===== src/lpcr_pkg.sv =====
// Purpose: shared constants and types for the LED and PHY control register pair
// Assumes: 10 MHz core clock, classic Wishbone with 32-bit data
// Notes: register indices are word indices, byte address is four times the index
`default_nettype none

package lpcr_pkg;

  // clock and blink timebase
  localparam int unsigned CLK_HZ = 10000000;
  localparam int unsigned BLINK_MS_0 = 50;
  localparam int unsigned BLINK_MS_1 = 100;
  localparam int unsigned BLINK_MS_2 = 200;
  localparam int unsigned BLINK_MS_3 = 500;
  localparam int unsigned BLINK_CYC_0 = BLINK_MS_0 * (CLK_HZ / 1000);
  localparam int unsigned BLINK_CYC_1 = BLINK_MS_1 * (CLK_HZ / 1000);
  localparam int unsigned BLINK_CYC_2 = BLINK_MS_2 * (CLK_HZ / 1000);
  localparam int unsigned BLINK_CYC_3 = BLINK_MS_3 * (CLK_HZ / 1000);
  localparam int unsigned BLINK_CNT_W = 23;

  // register map
  localparam logic [7:0] LED_CONTROL_IDX = 8'h18;
  localparam logic [7:0] PHY_CONTROL_STATUS_IDX = 8'h19;
  localparam logic [7:0] LED_CONTROL_ADR = 8'h60;
  localparam logic [7:0] PHY_CONTROL_STATUS_ADR = 8'h64;

  // led_control fields
  localparam int unsigned LED_RATE_HI = 10;
  localparam int unsigned LED_RATE_LO = 9;
  localparam int unsigned LED_POL_BIT = 7;
  localparam int unsigned LED_DRIVE_BIT = 4;
  localparam int unsigned LED_FORCE_VAL_BIT = 1;
  localparam logic [15:0] LED_WR_MASK = 16'h07FF;
  localparam logic [1:0] LED_RATE_RESET = 2'h2;
  localparam logic [15:0] LED_RESET = 16'h0400;

  // phy_control_status fields
  localparam int unsigned PHY_AMDIX_BIT = 15;
  localparam int unsigned PHY_CROSS_BIT = 14;
  localparam int unsigned PHY_PAUSE_RX_BIT = 13;
  localparam int unsigned PHY_PAUSE_TX_BIT = 12;
  localparam int unsigned PHY_LINK_BIT = 11;
  localparam int unsigned PHY_BYPASS_BIT = 7;
  localparam logic [15:0] PHY_WR_MASK = 16'hC0E0;
  localparam logic [15:0] PHY_RESET = 16'h8000;

  // strap capture: two synchroniser stages, then one capture edge
  localparam logic [1:0] STRAP_CAPTURE_CNT = 2'h2;

  // straps sampled at reset
  typedef struct packed {
    logic common_pin_mode;
    logic led_pol;
    logic auto_crossover;
    logic force_crossover;
    logic [4:0] phy_addr;
  } lpcr_strap_t;

  // advertisement bits 11:10 (asymmetric pause, pause)
  typedef struct packed {
    logic asym_pause;
    logic pause;
  } lpcr_pause_adv_t;

  typedef struct packed {
    lpcr_strap_t strap_s1;
    lpcr_strap_t strap_s2;
    logic [1:0] strap_cnt;
    logic strap_done;
    logic [15:0] led;
    logic [15:0] phy;
    logic [4:0] phy_addr;
    logic pause_rx;
    logic pause_tx;
    logic link_stat;
    logic [BLINK_CNT_W-1:0] blink_cnt;
    logic blink_phase;
    logic [1:0] rate_prev;
    logic led_pin;
    logic amdix_out;
    logic cross_out;
    logic ack;
    logic [31:0] dat;
  } lpcr_state_t;

endpackage

`default_nettype wire


===== src/lpcr_regs.sv =====
// Purpose: led_control and phy_control_status registers with link LED drive
// Assumes: straps are steady around reset; link, pause and activity inputs are on REF_CLK_I
// Notes: answers every Wishbone access one cycle after it is seen
//
// How it works
// - blink rate field picks 50, 100, 200 or 500 ms; resets to 2
// - LED polarity is active low in common mode, strapped level otherwise
// - software write to polarity bit overrides strap: 0 low, 1 high active
// - drive select set forces LED pin to the forced value, else normal
// - forced value bit: 0 drives pin low, 1 drives pin high
// - auto crossover enable resets on in common mode, strapped otherwise; writable
// - forced crossover bit 0 keeps pairs straight, 1 swaps them
// - enhanced mode with auto crossover strap off: forced crossover from strap
// - pause receive status resolved from local and partner advert bits 11:10
// - pause transmit status resolved from the same advertisement bits
// - pause bits follow the pause table, only for full duplex resolution
// - link status reads 1 only during autonegotiated 100 Mbps full duplex link
// - bypass bit removes LED stretching, LED follows raw activity
// - PHY address field is read-only, latched from straps at reset
`timescale 1ns/1ps
`default_nettype none

module lpcr_regs #(
  parameter int unsigned BLINK_CYC_50MS = lpcr_pkg::BLINK_CYC_0,
  parameter int unsigned BLINK_CYC_100MS = lpcr_pkg::BLINK_CYC_1,
  parameter int unsigned BLINK_CYC_200MS = lpcr_pkg::BLINK_CYC_2,
  parameter int unsigned BLINK_CYC_500MS = lpcr_pkg::BLINK_CYC_3
) (
  input wire logic REF_CLK_I,
  input wire logic RST_B_I,
  input wire logic WB_CYC_I,
  input wire logic WB_STB_I,
  input wire logic WB_WE_I,
  input wire logic [7:0] WB_ADR_I,
  input wire logic [3:0] WB_SEL_I,
  input wire logic [31:0] WB_DAT_I,
  output logic [31:0] WB_DAT_O,
  output logic WB_ACK_O,
  input wire lpcr_pkg::lpcr_strap_t STRAPS_I,
  input wire lpcr_pkg::lpcr_pause_adv_t LOCAL_ADVERT_I,
  input wire lpcr_pkg::lpcr_pause_adv_t PARTNER_ABILITY_I,
  input wire logic HCD_FULL_DUPLEX_I,
  input wire logic LINK_100FD_AN_I,
  input wire logic LINK_UP_I,
  input wire logic ACTIVITY_RAW_I,
  input wire logic ACTIVITY_STRETCHED_I,
  output logic LINK_LED_PIN_O,
  output logic AUTO_CROSSOVER_EN_O,
  output logic PAIR_CROSSOVER_O
);
  import lpcr_pkg::*;

  lpcr_state_t s_q;
  lpcr_state_t s_d;

  logic bus_req;
  logic wr_led;
  logic wr_phy;
  logic [15:0] lane_mask;
  logic [15:0] rd_led;
  logic [15:0] rd_phy;
  logic [BLINK_CNT_W-1:0] blink_last;
  logic act_src;
  logic led_on;

  function automatic logic [BLINK_CNT_W-1:0] rate_last(input logic [1:0] rate);
    logic [BLINK_CNT_W-1:0] v;
    v = BLINK_CNT_W'(BLINK_CYC_200MS - 1);
    case (rate)
      2'h0: v = BLINK_CNT_W'(BLINK_CYC_50MS - 1);
      2'h1: v = BLINK_CNT_W'(BLINK_CYC_100MS - 1);
      2'h2: v = BLINK_CNT_W'(BLINK_CYC_200MS - 1);
      default: v = BLINK_CNT_W'(BLINK_CYC_500MS - 1);
    endcase
    return v;
  endfunction

  assign bus_req = WB_CYC_I & WB_STB_I & ~s_q.ack;
  assign lane_mask = {{8{WB_SEL_I[1]}}, {8{WB_SEL_I[0]}}};
  assign blink_last = rate_last(s_q.led[LED_RATE_HI:LED_RATE_LO]);
  assign act_src = s_q.phy[PHY_BYPASS_BIT] ? ACTIVITY_RAW_I : ACTIVITY_STRETCHED_I;
  assign led_on = LINK_UP_I & ~(act_src & s_q.blink_phase);

  always_comb begin
    rd_led = s_q.led & LED_WR_MASK;
    rd_phy = s_q.phy & PHY_WR_MASK;
    rd_phy[PHY_PAUSE_RX_BIT] = s_q.pause_rx;
    rd_phy[PHY_PAUSE_TX_BIT] = s_q.pause_tx;
    rd_phy[PHY_LINK_BIT] = s_q.link_stat;
    rd_phy[4:0] = s_q.phy_addr;
  end

  always_comb begin
    s_d = s_q;
    wr_led = 1'b0;
    wr_phy = 1'b0;

    // strap synchroniser and one-time capture after reset release
    s_d.strap_s1 = STRAPS_I;
    s_d.strap_s2 = s_q.strap_s1;
    if (!s_q.strap_done) begin
      if (s_q.strap_cnt == STRAP_CAPTURE_CNT) begin
        s_d.strap_done = 1'b1;
        s_d.phy_addr = s_q.strap_s2.phy_addr;
        if (s_q.strap_s2.common_pin_mode) begin
          s_d.led[LED_POL_BIT] = 1'b0;
          s_d.phy[PHY_AMDIX_BIT] = 1'b1;
          s_d.phy[PHY_CROSS_BIT] = 1'b0;
        end else begin
          s_d.led[LED_POL_BIT] = s_q.strap_s2.led_pol;
          s_d.phy[PHY_AMDIX_BIT] = s_q.strap_s2.auto_crossover;
          s_d.phy[PHY_CROSS_BIT] = ~s_q.strap_s2.auto_crossover
                                   & s_q.strap_s2.force_crossover;
        end
      end else begin
        s_d.strap_cnt = s_q.strap_cnt + 2'h1;
      end
    end

    // wishbone slave: one-cycle registered answer
    s_d.ack = bus_req;
    s_d.dat = 32'h0000_0000;
    if (bus_req) begin
      if (WB_ADR_I == LED_CONTROL_ADR) begin
        s_d.dat = {16'h0000, rd_led};
        wr_led = WB_WE_I;
      end else if (WB_ADR_I == PHY_CONTROL_STATUS_ADR) begin
        s_d.dat = {16'h0000, rd_phy};
        wr_phy = WB_WE_I;
      end else begin
        s_d.dat = 32'h0000_0000;
      end
    end
    if (wr_led) begin
      s_d.led = (s_d.led & ~(lane_mask & LED_WR_MASK))
                | (WB_DAT_I[15:0] & lane_mask & LED_WR_MASK);
    end
    if (wr_phy) begin
      s_d.phy = (s_d.phy & ~(lane_mask & PHY_WR_MASK))
                | (WB_DAT_I[15:0] & lane_mask & PHY_WR_MASK);
    end
    if (!WB_CYC_I || !WB_STB_I) begin
      s_d.dat = 32'h0000_0000;
    end

    // pause resolution and link status
    s_d.pause_rx = 1'b0;
    s_d.pause_tx = 1'b0;
    if (HCD_FULL_DUPLEX_I) begin
      if (LOCAL_ADVERT_I.pause && PARTNER_ABILITY_I.pause) begin
        s_d.pause_rx = 1'b1;
        s_d.pause_tx = 1'b1;
      end else if (LOCAL_ADVERT_I.pause && LOCAL_ADVERT_I.asym_pause
                   && PARTNER_ABILITY_I.asym_pause) begin
        s_d.pause_rx = 1'b1;
      end else if (LOCAL_ADVERT_I.asym_pause && PARTNER_ABILITY_I.pause
                   && PARTNER_ABILITY_I.asym_pause) begin
        s_d.pause_tx = 1'b1;
      end
    end
    s_d.link_stat = LINK_100FD_AN_I;

    // blink timebase
    s_d.rate_prev = s_q.led[LED_RATE_HI:LED_RATE_LO];
    if (s_q.rate_prev != s_q.led[LED_RATE_HI:LED_RATE_LO]) begin
      s_d.blink_cnt = '0;
      s_d.blink_phase = 1'b0;
    end else if (s_q.blink_cnt >= blink_last) begin
      s_d.blink_cnt = '0;
      s_d.blink_phase = ~s_q.blink_phase;
    end else begin
      s_d.blink_cnt = s_q.blink_cnt + BLINK_CNT_W'(1);
    end

    // pin drive
    if (s_q.led[LED_DRIVE_BIT]) begin
      s_d.led_pin = s_q.led[LED_FORCE_VAL_BIT];
    end else begin
      s_d.led_pin = s_q.led[LED_POL_BIT] ? led_on : ~led_on;
    end
    s_d.amdix_out = s_q.phy[PHY_AMDIX_BIT];
    s_d.cross_out = s_q.phy[PHY_CROSS_BIT];
  end

  always_ff @(posedge REF_CLK_I or negedge RST_B_I) begin
    if (!RST_B_I) begin
      s_q <= '0;
      s_q.led <= LED_RESET;
      s_q.phy <= PHY_RESET;
      s_q.rate_prev <= LED_RATE_RESET;
      s_q.led_pin <= 1'b1;
      s_q.amdix_out <= 1'b1;
    end else begin
      s_q <= s_d;
    end
  end

  assign WB_DAT_O = s_q.dat;
  assign WB_ACK_O = s_q.ack;
  assign LINK_LED_PIN_O = s_q.led_pin;
  assign AUTO_CROSSOVER_EN_O = s_q.amdix_out;
  assign PAIR_CROSSOVER_O = s_q.cross_out;
endmodule

`default_nettype wire


===== config.mk =====
export PLATFORM = sky130hd
export DESIGN_NAME = lpcr_regs
export DESIGN_NICKNAME = d
export VERILOG_FILES = /design/src/lpcr_pkg.sv /design/src/lpcr_regs.sv
export SDC_FILE = /design/constraint.sdc
export NUM_CORES = 1
export LEC_CHECK = 0
export ABC_AREA = 1
export BUFFER_PORTS_ARGS = -buffer_cell sky130_fd_sc_hd__buf_2
export CAP_MARGIN = 40
export CORE_UTILIZATION = 45
export CTS_BUF_LIST = sky130_fd_sc_hd__clkbuf_2
export DETAILED_ROUTE_END_ITERATION = 8
export GPL_ROUTABILITY_DRIVEN = 0
export PLACE_DENSITY_LB_ADDON = 0.3
export SYNTH_ARGS = -nofsm -noshare
export SYNTH_HDL_FRONTEND = slang
export SYNTH_SLANG_ARGS = --single-unit
export TNS_END_PERCENT = 1

===== constraint.sdc =====
create_clock -name REF_CLK_I -period 5.4 [get_ports REF_CLK_I]
set_input_delay 0.27 -clock REF_CLK_I [delete_from_list [all_inputs] [get_ports REF_CLK_I]]
set_output_delay 0.27 -clock REF_CLK_I [all_outputs]
set_load 0.02 [all_outputs]

# Word level (Yosys, flattened, before mapping)
# Cells that the tools add are included.
[word_totals] wordCells=99 output_inout_bits=36 register_bits=123 inputBits=67
[op_classes] magnitude_cmp=1 n_bitwise=19 muxes=31 addsub=2 eq_ne=6 reduce_logical=12
[op_table] op="23-bit one-hot mux with 3 select lines" count=1
[op_table] op="16-bit 2-to-1 mux" count=4
[op_table] op="16-bit bitwise AND" count=3
[op_table] op="32-bit 2-to-1 mux" count=1
[op_table] op="24-bit 2-to-1 mux" count=1
[op_table] op="23-bit by 1-bit adder with 23-bit output (second input constant)" count=1
[op_table] op="23-bit greater-or-equal comparator" count=1
[op_table] op="23-bit 2-to-1 mux" count=1
[op_table] op="1-bit 2-to-1 mux" count=17
[op_table] op="8-bit by 7-bit equality test with 1-bit output (second input constant)" count=2
[op_table] op="11-bit inverter with 16-bit output" count=1
[op_table] op="16-bit inverter" count=1
[op_table] op="16-bit by 11-bit bitwise OR with 16-bit output" count=1
[op_table] op="16-bit bitwise OR" count=1
[op_table] op="2-bit 2-to-1 mux" count=5
[op_table] op="8-bit 2-to-1 mux" count=1
[op_table] op="1-bit inverter" count=7
[op_table] op="1-bit bitwise AND" count=5
[op_table] op="1-bit logical AND" count=5
[op_table] op="2-bit equality test (second input constant)" count=2
[op_table] op="2-bit AND reduction" count=2
[op_table] op="2-bit by 1-bit adder with 2-bit output (second input constant)" count=1
[op_table] op="2-bit by 1-bit equality test with 1-bit output (second input constant)" count=1
[op_table] op="1-bit zero test" count=2
[op_table] op="other kinds (4)" count=4

# Longest topological paths before layout
# Gate-level depths: netlist (run 1).
[depth] word_depth=8 ltp_mapped=16 ltp_nobuf=16

# Worst setup path before layout (run 1)
# OpenSTA, ideal clock, no wires.
[synth_path] path_kind="register to register" startpoint="register with a tool-made name" endpoint="register s_q[47] (netlist bit)" n_path_buf=1 period_less_slack_ns=2.270 setup_slack_ns=3.130 t_required_ns=5.280 path_stages_with_launch=13 arrival_ns=2.150 setup_ns=0.120 path_cell_list="dfstp_2 ha_1 inv_1 ha_1 inv_1 nor3_1 nand3_1 or2_0 nor2_1 nor2_2 nand2_4 buf_6 nor2_1"
[synth_rtl] item="to (decl)" line="lpcr_regs.sv:53" rtl="lpcr_state_t s_q;"

==> results.md, run 1 <==
Run status:
- The flow ran to the end, and the final reports show no timing, DRC or antenna violations.

Floorplanning:
- The boundary pin count is 103.
- The starting density of the core is 46.9%.
- The x dimension of the die is 101 um.
- The core region is 9330 um2.
- The floorplan step defined a die boundary enclosing 10100 um2.
- The floorplan step set the die height to 101 um.
- Row generation in the floorplan step produced 35 rows.

Power and ir drop:
- Dividing total power by cell area gives a power density of 253 nW/um2.
- The part of the power in registers is 58.9%.
- The fraction of power spent switching nets is 29.6%.
- The net load switching power is 388 uW.
- Of the total power, the clock network draws 28.5%.
- The internal portion of the total power is 924 uW.
- The leakage power is 0.00260 uW.
- The combinational share of power is 12.6%.
- VDD sags by at most 0.000153 V.

Placement:
- During placement, the flow inserted port buffers numbering 65.
- The total half-perimeter wirelength after legalization and detailed placement is 6120 um.
- The placed standard-cell area is 4670 um2.

Drt:
- The routed layout has 3314 vias.
- The total wirelength of the detailed-routed design is 8740 um.
- The pre-antenna-repair detailed-routing pass consisted of 5 iterations.
- The wire length per cell is 12.4 um.
- The remaining design rule violation count is 0.
- The first routing iteration left 140 violations.
- Dividing the detail-routed via count by the number of cells gives 4.71.
- In this run the remaining antenna-violating nets after routing total 0.

Clock tree:
- The number of CTS-inserted buffers is 9.
- Clock-pin slew was measured on the worst setup and hold paths at 270 ps.
- CTS built an H-tree with a depth of 3.
- The number of setup buffers added after CTS is 0.
- The insertion delay of the later-clocked pin in the worst-skew pair is 550 ps.
- The maximum clock path buffer count is 2.
- The number of sinks on the clock net is 91.
- The tree is rooted in a sky130_fd_sc_hd__clkbuf_2.
- The TritonCTS clock tree is done.
- The number of resized instances in the post-cts repair step is 0.

Global routing:
- The met2 global-route usage is 29.5%.
- For met3 alone, demand over resource in global routing was 3.95%.
- The combined global-route utilization of all metal layers is 18.7%.
- The number of antenna violations at the first check in global routing is 0.
- The via count of the first global-routing pass is 3139.
- The maximum number of pins on one net before global-route repair is 59.
- The wire length of the first global-routing pass is 14700 um.
- The fraction of met1 tracks used by global routing is 26.0%.
- After global routing, the most crowded layer is met2.
- The total grt overflow is 0.

Timing:
- The fraction of the cycle the final worst path needs is 49.8%.
- The count of final setup violators is 0.
- The largest clock skew in the final design is 26.0 ps.
- The total count of hold-check failures in the final report is 0.
- The number of slew-limit violations in the final report is 0.
- Hold is met by 62.1 ps.
- Summed over all failing endpoints, the final setup total negative slack is 0 ps.
- Setup repair after global routing left no endpoint under its margin.
- The maximum clock frequency is 0.372 GHz.
- Headroom to the max-slew limit came out at 66.8%.
- The pin slew with the least headroom to its limit is 496 ps.
- The final period demand of the worst path is 2690 ps.

Final layout:
- The antenna cell count is 0.
- The final design instance area without fill is 5180 um2.
- The final layout contains 656 nets.
- The area growth from synthesis to final layout is 18.5%.
- The number of fill cells in the layout is 852.
- The share of post-route cells with drive strength above 1 is 17.9%.

Logic synthesis:
- The area of the mapped netlist is 4370 um2.
- For this run, the number of Yosys warnings is 0.
- In this run, distinct cell masters in the synthesized netlist total 36.
- The number of standard cells after synthesis is 478.
- After synthesis the netlist holds a flip-flop and latch count of 91.
- For this run, the register share of the synthesized area comes to 52.2%.
- In this run the mean area of a mapped cell was 9.14 um2.

Setup path:
- The critical path class is register to register.
- The maximum net fanout on the critical path is 23.
- Traced cell by cell, the critical path runs through ha_1, inv_1, ha_1, inv_1, nor3_1, nand3_1, or2_0, nor2_1, nor2_2, nand2_4, nor2_1.
- The longest individual stage delay on the worst path is 700 ps.
- The critical path data required time is 5840 ps.
- The worst setup path is captured at a register.
- The type of origin of the critical path is a register.
- Among all stages on the critical path, the largest delay is contributed by sky130_fd_sc_hd__dfstp_2.
- The setup check on the worst reg-to-reg path leaves a slack of 2710 ps.
- The length in cells of the worst reg-to-reg path is 11.
- STA puts the critical path data arrival time at 3130 ps.
- The worst register-to-register path ends at s_q[50].

Min path:
- In this run the worst hold path is classified as input pin to async pin.

Job:
- Across the run, the number of max-cap violations was 0.
power by group through the flow:
| stage | clock (uW) | combinational, uW | sequential, uW |
|---|---|---|---|
| after floorplan | 0 | 105 | 773 |
| after global placement | 0 | 140 | 782 |
| after detailed placement | 0 | 147 | 784 |
| after CTS | 386 | 166 | 773 |
| after global routing | 413 | 190 | 779 |
| final | 374 | 165 | 773 |
area by class of cell:
cell class / count / area (um2) / share of cell area (%)
tap: 129 / 161 / 3.12
clock inverter: 7 / 87.6 / 1.69
sequential: 91 / 2280 / 44.1
timing repair buffer: 105 / 743 / 14.4
clock buffer: 9 / 45.0 / 0.870
inverter: 45 / 169 / 3.26
multi-input combinational: 318 / 1690 / 32.6
worst max path at each step:
| stage | to | depth (start not counted) | startpoint | slack, ps |
|---|---|---|---|---|
| after CTS | s_q[50] | 11 | register | 2740 |
| after global routing | s_q[38] | 12 | register | 2480 |
| after floorplan | s_q[47] | 12 | register | 3130 |
| after global placement | s_q[59] | 11 | register | 2820 |
| after detailed placement | s_q[59] | 11 | register | 2790 |
| final | s_q[50] | 11 | register | 2710 |
timing repair:
item | CTS | global route
endpoints found under the hold margin | 64 | 0
hold buffers | 38 | 0
setup endpoints to repair | 0 | 0
cell families (layout without fill, tap and decap cells):
logic type	after synthesis	in the layout	synth area share, %
AO/OA/AOI/OAI	32	32	4.27
XOR/XNOR	23	23	4.61
adder cells (fa/ha/maj)	19	19	5.44
buffers and inverters	84	166	10.4
flip-flops	91	91	52.2
other	1	16	0.0858
AND/OR/NAND/NOR	228	228	23.0
synthesized netlist by cell type (all sizes together):
| master | count | area (um2) |
|---|---|---|
| conb | 1 | 3.75 |
| or2 | 2 | 12.5 |
| dfstp | 5 | 131 |
| a31oi | 3 | 18.8 |
| nand4 | 8 | 50.1 |
| nand2 | 101 | 392 |
| dfrtp | 86 | 2150 |
| nor4 | 2 | 12.5 |
| nand3b | 1 | 7.51 |
| clkbuf | 3 | 12.5 |
| o21ai | 10 | 50.1 |
| ha | 19 | 238 |
| and3 | 1 | 6.26 |
| buf | 36 | 273 |
| clkinv | 1 | 3.75 |
| a21oi | 10 | 50.1 |
| xor2 | 14 | 123 |
| xnor2 | 9 | 78.8 |
| o211ai | 2 | 15.0 |
| nor2 | 76 | 305 |
| o21bai | 1 | 7.51 |
| a22oi | 6 | 45.0 |
| inv | 44 | 165 |
| nand3 | 26 | 135 |
| nor3 | 11 | 82.6 |
critical path, delay by kind of cell, from the launching register on:
kind                       cells  cell delay, ps
and+or+nand+nor                7            1160
DFF                            1             700
adders and majority gates      2             550
buffers and inverters          2             160
cell usage in the layout, fill, tap and decap left out, drive strengths merged, types with 5 or more instances in the layout:
| cell | count |
|---|---|
| buf | 67 |
| clkbuf | 9 |
| dfrtp | 86 |
| nor3 | 11 |
| a22oi | 6 |
| nor2 | 76 |
| inv | 49 |
| xor2 | 14 |
| xnor2 | 9 |
| nand2 | 101 |
| a21oi | 10 |
| dlygate4sd3 | 38 |
| dfstp | 5 |
| conb | 16 |
| nand3 | 26 |
| nand4 | 8 |
| ha | 19 |
| o21ai | 10 |
layer usage:
metal | routed length, um | vias to the layer above
met4 | 93 | 0
met5 | 0 | -
met1 | 4070 | 1562
met3 | 407 | 10
li1 | - | 1647
met2 | 4170 | 95
metrics by stage:
step	std cells	setup WS [ps]	util [%]	power, uW
4_1_cts	704	2740	55.5	1330
3_3_place_gp	649	2820	49.7	922
3_5_place_dp	650	2790	50.0	931
2_1_floorplan	493	3130	-	879
6_report	704	2710	55.5	1310
5_1_grt	704	2480	55.5	1380
(Power assumes the default switching activity.)
==> run 2, diff against run 1 <==
--- a/config.mk
+++ b/config.mk
@@ -5,7 +5,7 @@
 export SDC_FILE = /design/constraint.sdc
 export NUM_CORES = 1
 export LEC_CHECK = 0
-export ABC_AREA = 1
+export ABC_AREA = 0
 export BUFFER_PORTS_ARGS = -buffer_cell sky130_fd_sc_hd__buf_2
 export CAP_MARGIN = 40
 export CORE_UTILIZATION = 45
==> constraint.sdc (replaced) <==
create_clock -name REF_CLK_I -period 2.8 [get_ports REF_CLK_I]
set_input_delay 0.14 -clock REF_CLK_I [delete_from_list [all_inputs] [get_ports REF_CLK_I]]
set_output_delay 0.14 -clock REF_CLK_I [all_outputs]
set_load 0.02 [all_outputs]
==> run 2 against run 1 <==
Compared with the run above: the run now ends with DRC left; critical path depth fell by 2; maximum frequency fell by 0.53%; first-iteration DRC count fell by 4.3%; largest power group unchanged.
==> results.md, run 2 <==
Timing:
- The pin slew with the least headroom to its limit is 897 ps (+401 ps).
- The setup slack of the critical path after layout is 98.0 ps (-2610 ps).
- The total negative setup slack is 0 ps (unchanged).
- The number of slew-limit violations in the final report is 0 (unchanged).
- The final period demand of the worst path is 2700 ps (+14.4 ps).
- The fraction of the cycle the final worst path needs is 96.5% (+47 points).
- The largest clock skew in the final design is 30.4 ps (+4.33 ps).
- The maximum clock frequency came to 0.370 GHz (-0.53%).
- Setup repair after global routing left no endpoint under its margin.
- The max-slew headroom at the worst pin is 39.9% (-27 points).
- The count of final setup violators was 0 (unchanged).
- The total count of hold-check failures in the final report is 0 (unchanged).

Logic synthesis:
- The area of the mapped netlist is 4150 um2 (-5.2%).
- The portion of synthesized cell area occupied by the leading cell type is 51.9% (+2.7 points).
- The number of standard cells after synthesis is 372 (-22%).
- The most instantiated library cell after synthesis is sky130_fd_sc_hd__dfrtp_1.
- Sorting the synthesized cells by area gives the leading types as sky130_fd_sc_hd__dfrtp_1, sky130_fd_sc_hd__buf_4, sky130_fd_sc_hd__ha_1.
- The mean instance size in the synthesized netlist came to 11.1 um2 (+22%).
- The adder-cell area share of the yosys netlist is 5.73% (+0.30 points).
- The cell type with the highest aggregate area in the netlist is sky130_fd_sc_hd__dfrtp_1.
- The share of the synthesized netlist area taken by xor and xnor gates was 5.70% (+1.1 points).
- The simple-gate area share of the yosys netlist is 15.5% (-7.4 points).
- Counting instances in the post-synthesis netlist gives the leading cell types as sky130_fd_sc_hd__dfrtp_1, sky130_fd_sc_hd__nor2_1, sky130_fd_sc_hd__nand2_1, sky130_fd_sc_hd__buf_4, sky130_fd_sc_hd__ha_1.
- The number of warnings reported in the yosys synthesis log is 0 (unchanged).
- The post-synthesis cell type count was 47 (+31%).
- The sequential share of the synthesized area is 55.1% (+2.8 points).
- The area fraction in compound gates after synthesis is 5.58% (+1.3 points).
- In the synthesized netlist the dominant register cell turns out to be sky130_fd_sc_hd__dfrtp_1.
- The number of synthesized register bits was 91 (unchanged).
- The mux cell area share after synthesis came to 4.41% (+4.4 points).
- The fraction of registers with async set or reset after synthesis is 100% (unchanged).
- The dominant combinational cell family by area after synthesis is simple AND/OR/NAND/NOR gates.
- The number of flops mapped to enable cells by yosys is 0 (unchanged).

Run status:
- The run finished, with violations left.
- The checks that failed: DRC.

Floorplanning:
- The height of the die is 98.0 um (-2.6%).
- The area of the die was 9600 um2 (-5.1%).
- The area of the placeable core was 8810 um2 (-5.6%).
- The boundary pin count is 103 (unchanged).
- The x dimension of the die came to 98.0 um (-2.6%).
- The count of standard-cell rows is 34 (-2.9%).
- The starting density of the core is 47.1% (+0.22 points).

Power and ir drop:
- The fraction of power spent switching nets was 29.1% (-0.44 points).
- The internal power is 1810 uW (+96%).
- The part of the power in registers is 57.9% (-1.0 points).
- The total power density per cell area is 515 nW/um2 (+100%).
- The combinational share of power was 13.5% (+0.9 points).
- The total design power is 2550 uW (+94%).
- The portion of total power attributed to the clock network is 28.6% (about the same).
- The leakage power was 0.00247 uW (-5.0%).
- The net load switching power is 742 uW (+91%).
- The maximum VDD drop is 0.000291 V (+90%).

Setup path:
- Among cell families on the critical path, the largest total delay comes from simple AND/OR/NAND/NOR gates.
- The worst setup path is captured at a register.
- The cell depth of the worst setup path is 9 (-2).
- The critical path goes through inv_1, ha_1, ha_1, nand4_1, or3_4, nor3b_2, a41o_2, buf_4, nor2_1.
- The length in cells of the worst reg-to-reg path was 9 (-2).
- The maximum net fanout on the critical path is 16 (-30%).
- The worst setup path is of the register to register kind.
- The buffer and inverter count on the worst path is 2 (unchanged).
- The critical path data required time is 3250 ps (-2590 ps).
- The worst-path cell with the longest stage delay is sky130_fd_sc_hd__dfstp_2.
- The critical path data arrival time is 3160 ps (+30 ps).
- The most numerous cell type found on the critical path is sky130_fd_sc_hd__ha_1.
- STA classifies the critical path startpoint as a register.
- The longest individual stage delay on the worst path was 670 ps (-30 ps).

Global routing:
- The number of antenna violations at the first check in global routing is 0 (unchanged).
- The maximum number of pins on one net before global-route repair is 40 (-32%).
- The total grt overflow is 0 (unchanged).
- The via count of the first global-routing pass is 2861 (-8.9%).
- The wire length of the first global-routing pass came to 13400 um (-9.0%).
- The combined global-route utilization of all metal layers is 17.8% (-0.91 points).

Placement:
- The minimum setup slack after placement is 103 ps (-2680 ps).
- The placed standard-cell area was 4430 um2 (-5.1%).
- The total half-perimeter wirelength after legalization and detailed placement is 5440 um (-11%).
- The count of buffers inserted at the top-level ports was 65 (unchanged).

Clock tree:
- The insertion delay of the later-clocked pin in the worst-skew pair was 560 ps (about the same).
- The clock-pin slew of the registers on the worst-case setup and hold paths is 280 ps (about the same).
- The tree is rooted in a sky130_fd_sc_hd__clkbuf_2.
- TritonCTS built the clock tree.
- The maximum clock path buffer count is 2 (unchanged).
- The number of CTS-inserted buffers is 9 (unchanged).
- The number of sinks on the clock net came to 91 (unchanged).
- The H-tree level count was 3 (unchanged).

Drt:
- The total wirelength of the detailed-routed design is 7680 um (-12%).
- The number of search-and-repair iterations in the first detailed-routing pass came to 7 (+2).
- The count of antenna-violating nets left after detailed routing is 0 (unchanged).
- The wire length per cell is 13.2 um (+6.2%).
- The remaining design rule violation count is 6 (+6).
- The via count normalized by instance count is 4.86 (+3.3%).
- The overall via count from detail_route is 2835 (-14%).
- The DRC violation total after the first TritonRoute iteration was 134 (-4.3%).

Final layout:
- The final design instance area without fill is 4950 um2 (-4.4%).
- The antenna cell count came to 0 (unchanged).
- Leaving out fill and tap cells, the most frequent cells in the layout are sky130_fd_sc_hd__dfrtp_1, sky130_fd_sc_hd__buf_2, sky130_fd_sc_hd__nor2_1.
- The share of post-route cells with drive strength above 1 is 25.7% (+7.8 points).
- The leading cell type in the layout, fill and taps excluded is sky130_fd_sc_hd__dfrtp_1.
- The number of fill cells in the layout is 732 (-14%).
- The area growth from synthesis to layout is 19.4%.
- The final net count is 556 (-15%).

Min path:
- The path category of the worst min-delay check is input pin to async pin.

Job:
- The number of maximum-capacitance constraint violations is 0 (unchanged).
==> run 2: cell count changes in the layout (fill, tap and decap cells not counted), sizes merged, moves of 4 or more <==
| cell | previous run | this run |
|---|---|---|
| a21oi | 10 | 5 |
| buf | 67 | 76 |
| inv | 49 | 17 |
| and3 | 1 | 9 |
| o21ai | 10 | 5 |
| nor3 | 11 | 3 |
| nor2 | 76 | 49 |
| nand2 | 101 | 41 |
| nor2b | 0 | 4 |
| mux2 | 0 | 15 |
| nand3 | 26 | 4 |
| xnor2 | 9 | 16 |
==> run 2: logic make-up (layout without fill, tap and decap cells) <==
| logic type | count (synthesis) | count (layout) |
|---|---|---|
| and+or+nand+nor | 134 | 134 |
| DFF | 91 | 91 |
| buffers and inverters | 51 | 139 |
| AOI/OAI and AO/OA | 33 | 33 |
| xor gates and xnor gates | 27 | 27 |
| adders and majority gates | 19 | 19 |
| muxes | 16 | 16 |
| other | 1 | 16 |
==> run 2: power groups by stage <==
stage               combinational [uW]  sequential [uW]  clock (uW)
global placement                   297             1490           0
floorplan                          222             1490           0
finish                             345             1480         728
detailed placement                 311             1500           0
global route                       396             1490         811
CTS                                347             1470         755
==> run 2: worst paths after layout <==
kind                             start          to  slack (ps)
min reg2reg                   s_d[112]    s_q[112]         380
max in group asynchronous      RST_B_I   async pin        2010
max                           register     s_q[41]         100
max reg2reg                   register     s_q[41]         100
min                            RST_B_I    s_d[108]          30
min in group REF_CLK_I     WB_SEL_I[1]  rd_phy[14]          60
==> run 2: layer usage <==
metal	part of all wire (%)	up-vias	track usage (%)	routed length (um)
li1	-	1397	-	-
met1	46	1365	23.5	3570
met2	48	64	28.9	3680
met3	4.3	9	3.08	327
met4	1.3	0	7.93	102
met5	0	-	0	0
==> run 2: stage by stage <==
step	hold slack (ps)	instances	utilization, %
after detailed placement	135	527	50.3
final	34.4	583	56.2
after CTS	3.75	578	55.8
after global placement	129	527	50.3
after floorplan	-156	387	-
after global routing	26.5	583	56.2
==> run 2: timing repair <==
action / CTS / global route
hold buffers: 35 / 0
hold endpoints to repair: 122 / 0
gates resized for setup: 0 / 1
buffers inserted: 0 / 5
endpoints found under the setup margin: 0 / 17
==> run 2: layout make-up <==
| type | count | area, um2 | area share, % |
|---|---|---|---|
| Timing Repair Buffer | 111 | 761 | 15.4 |
| Clock buffer | 9 | 45.0 | 0.910 |
| Sequential cell | 91 | 2280 | 46.2 |
| Multi-Input combinational cell | 245 | 1590 | 32.2 |
| Inverter | 12 | 45.0 | 0.910 |
| Tap cell | 108 | 135 | 2.73 |
| Clock inverter | 7 | 87.6 | 1.77 |
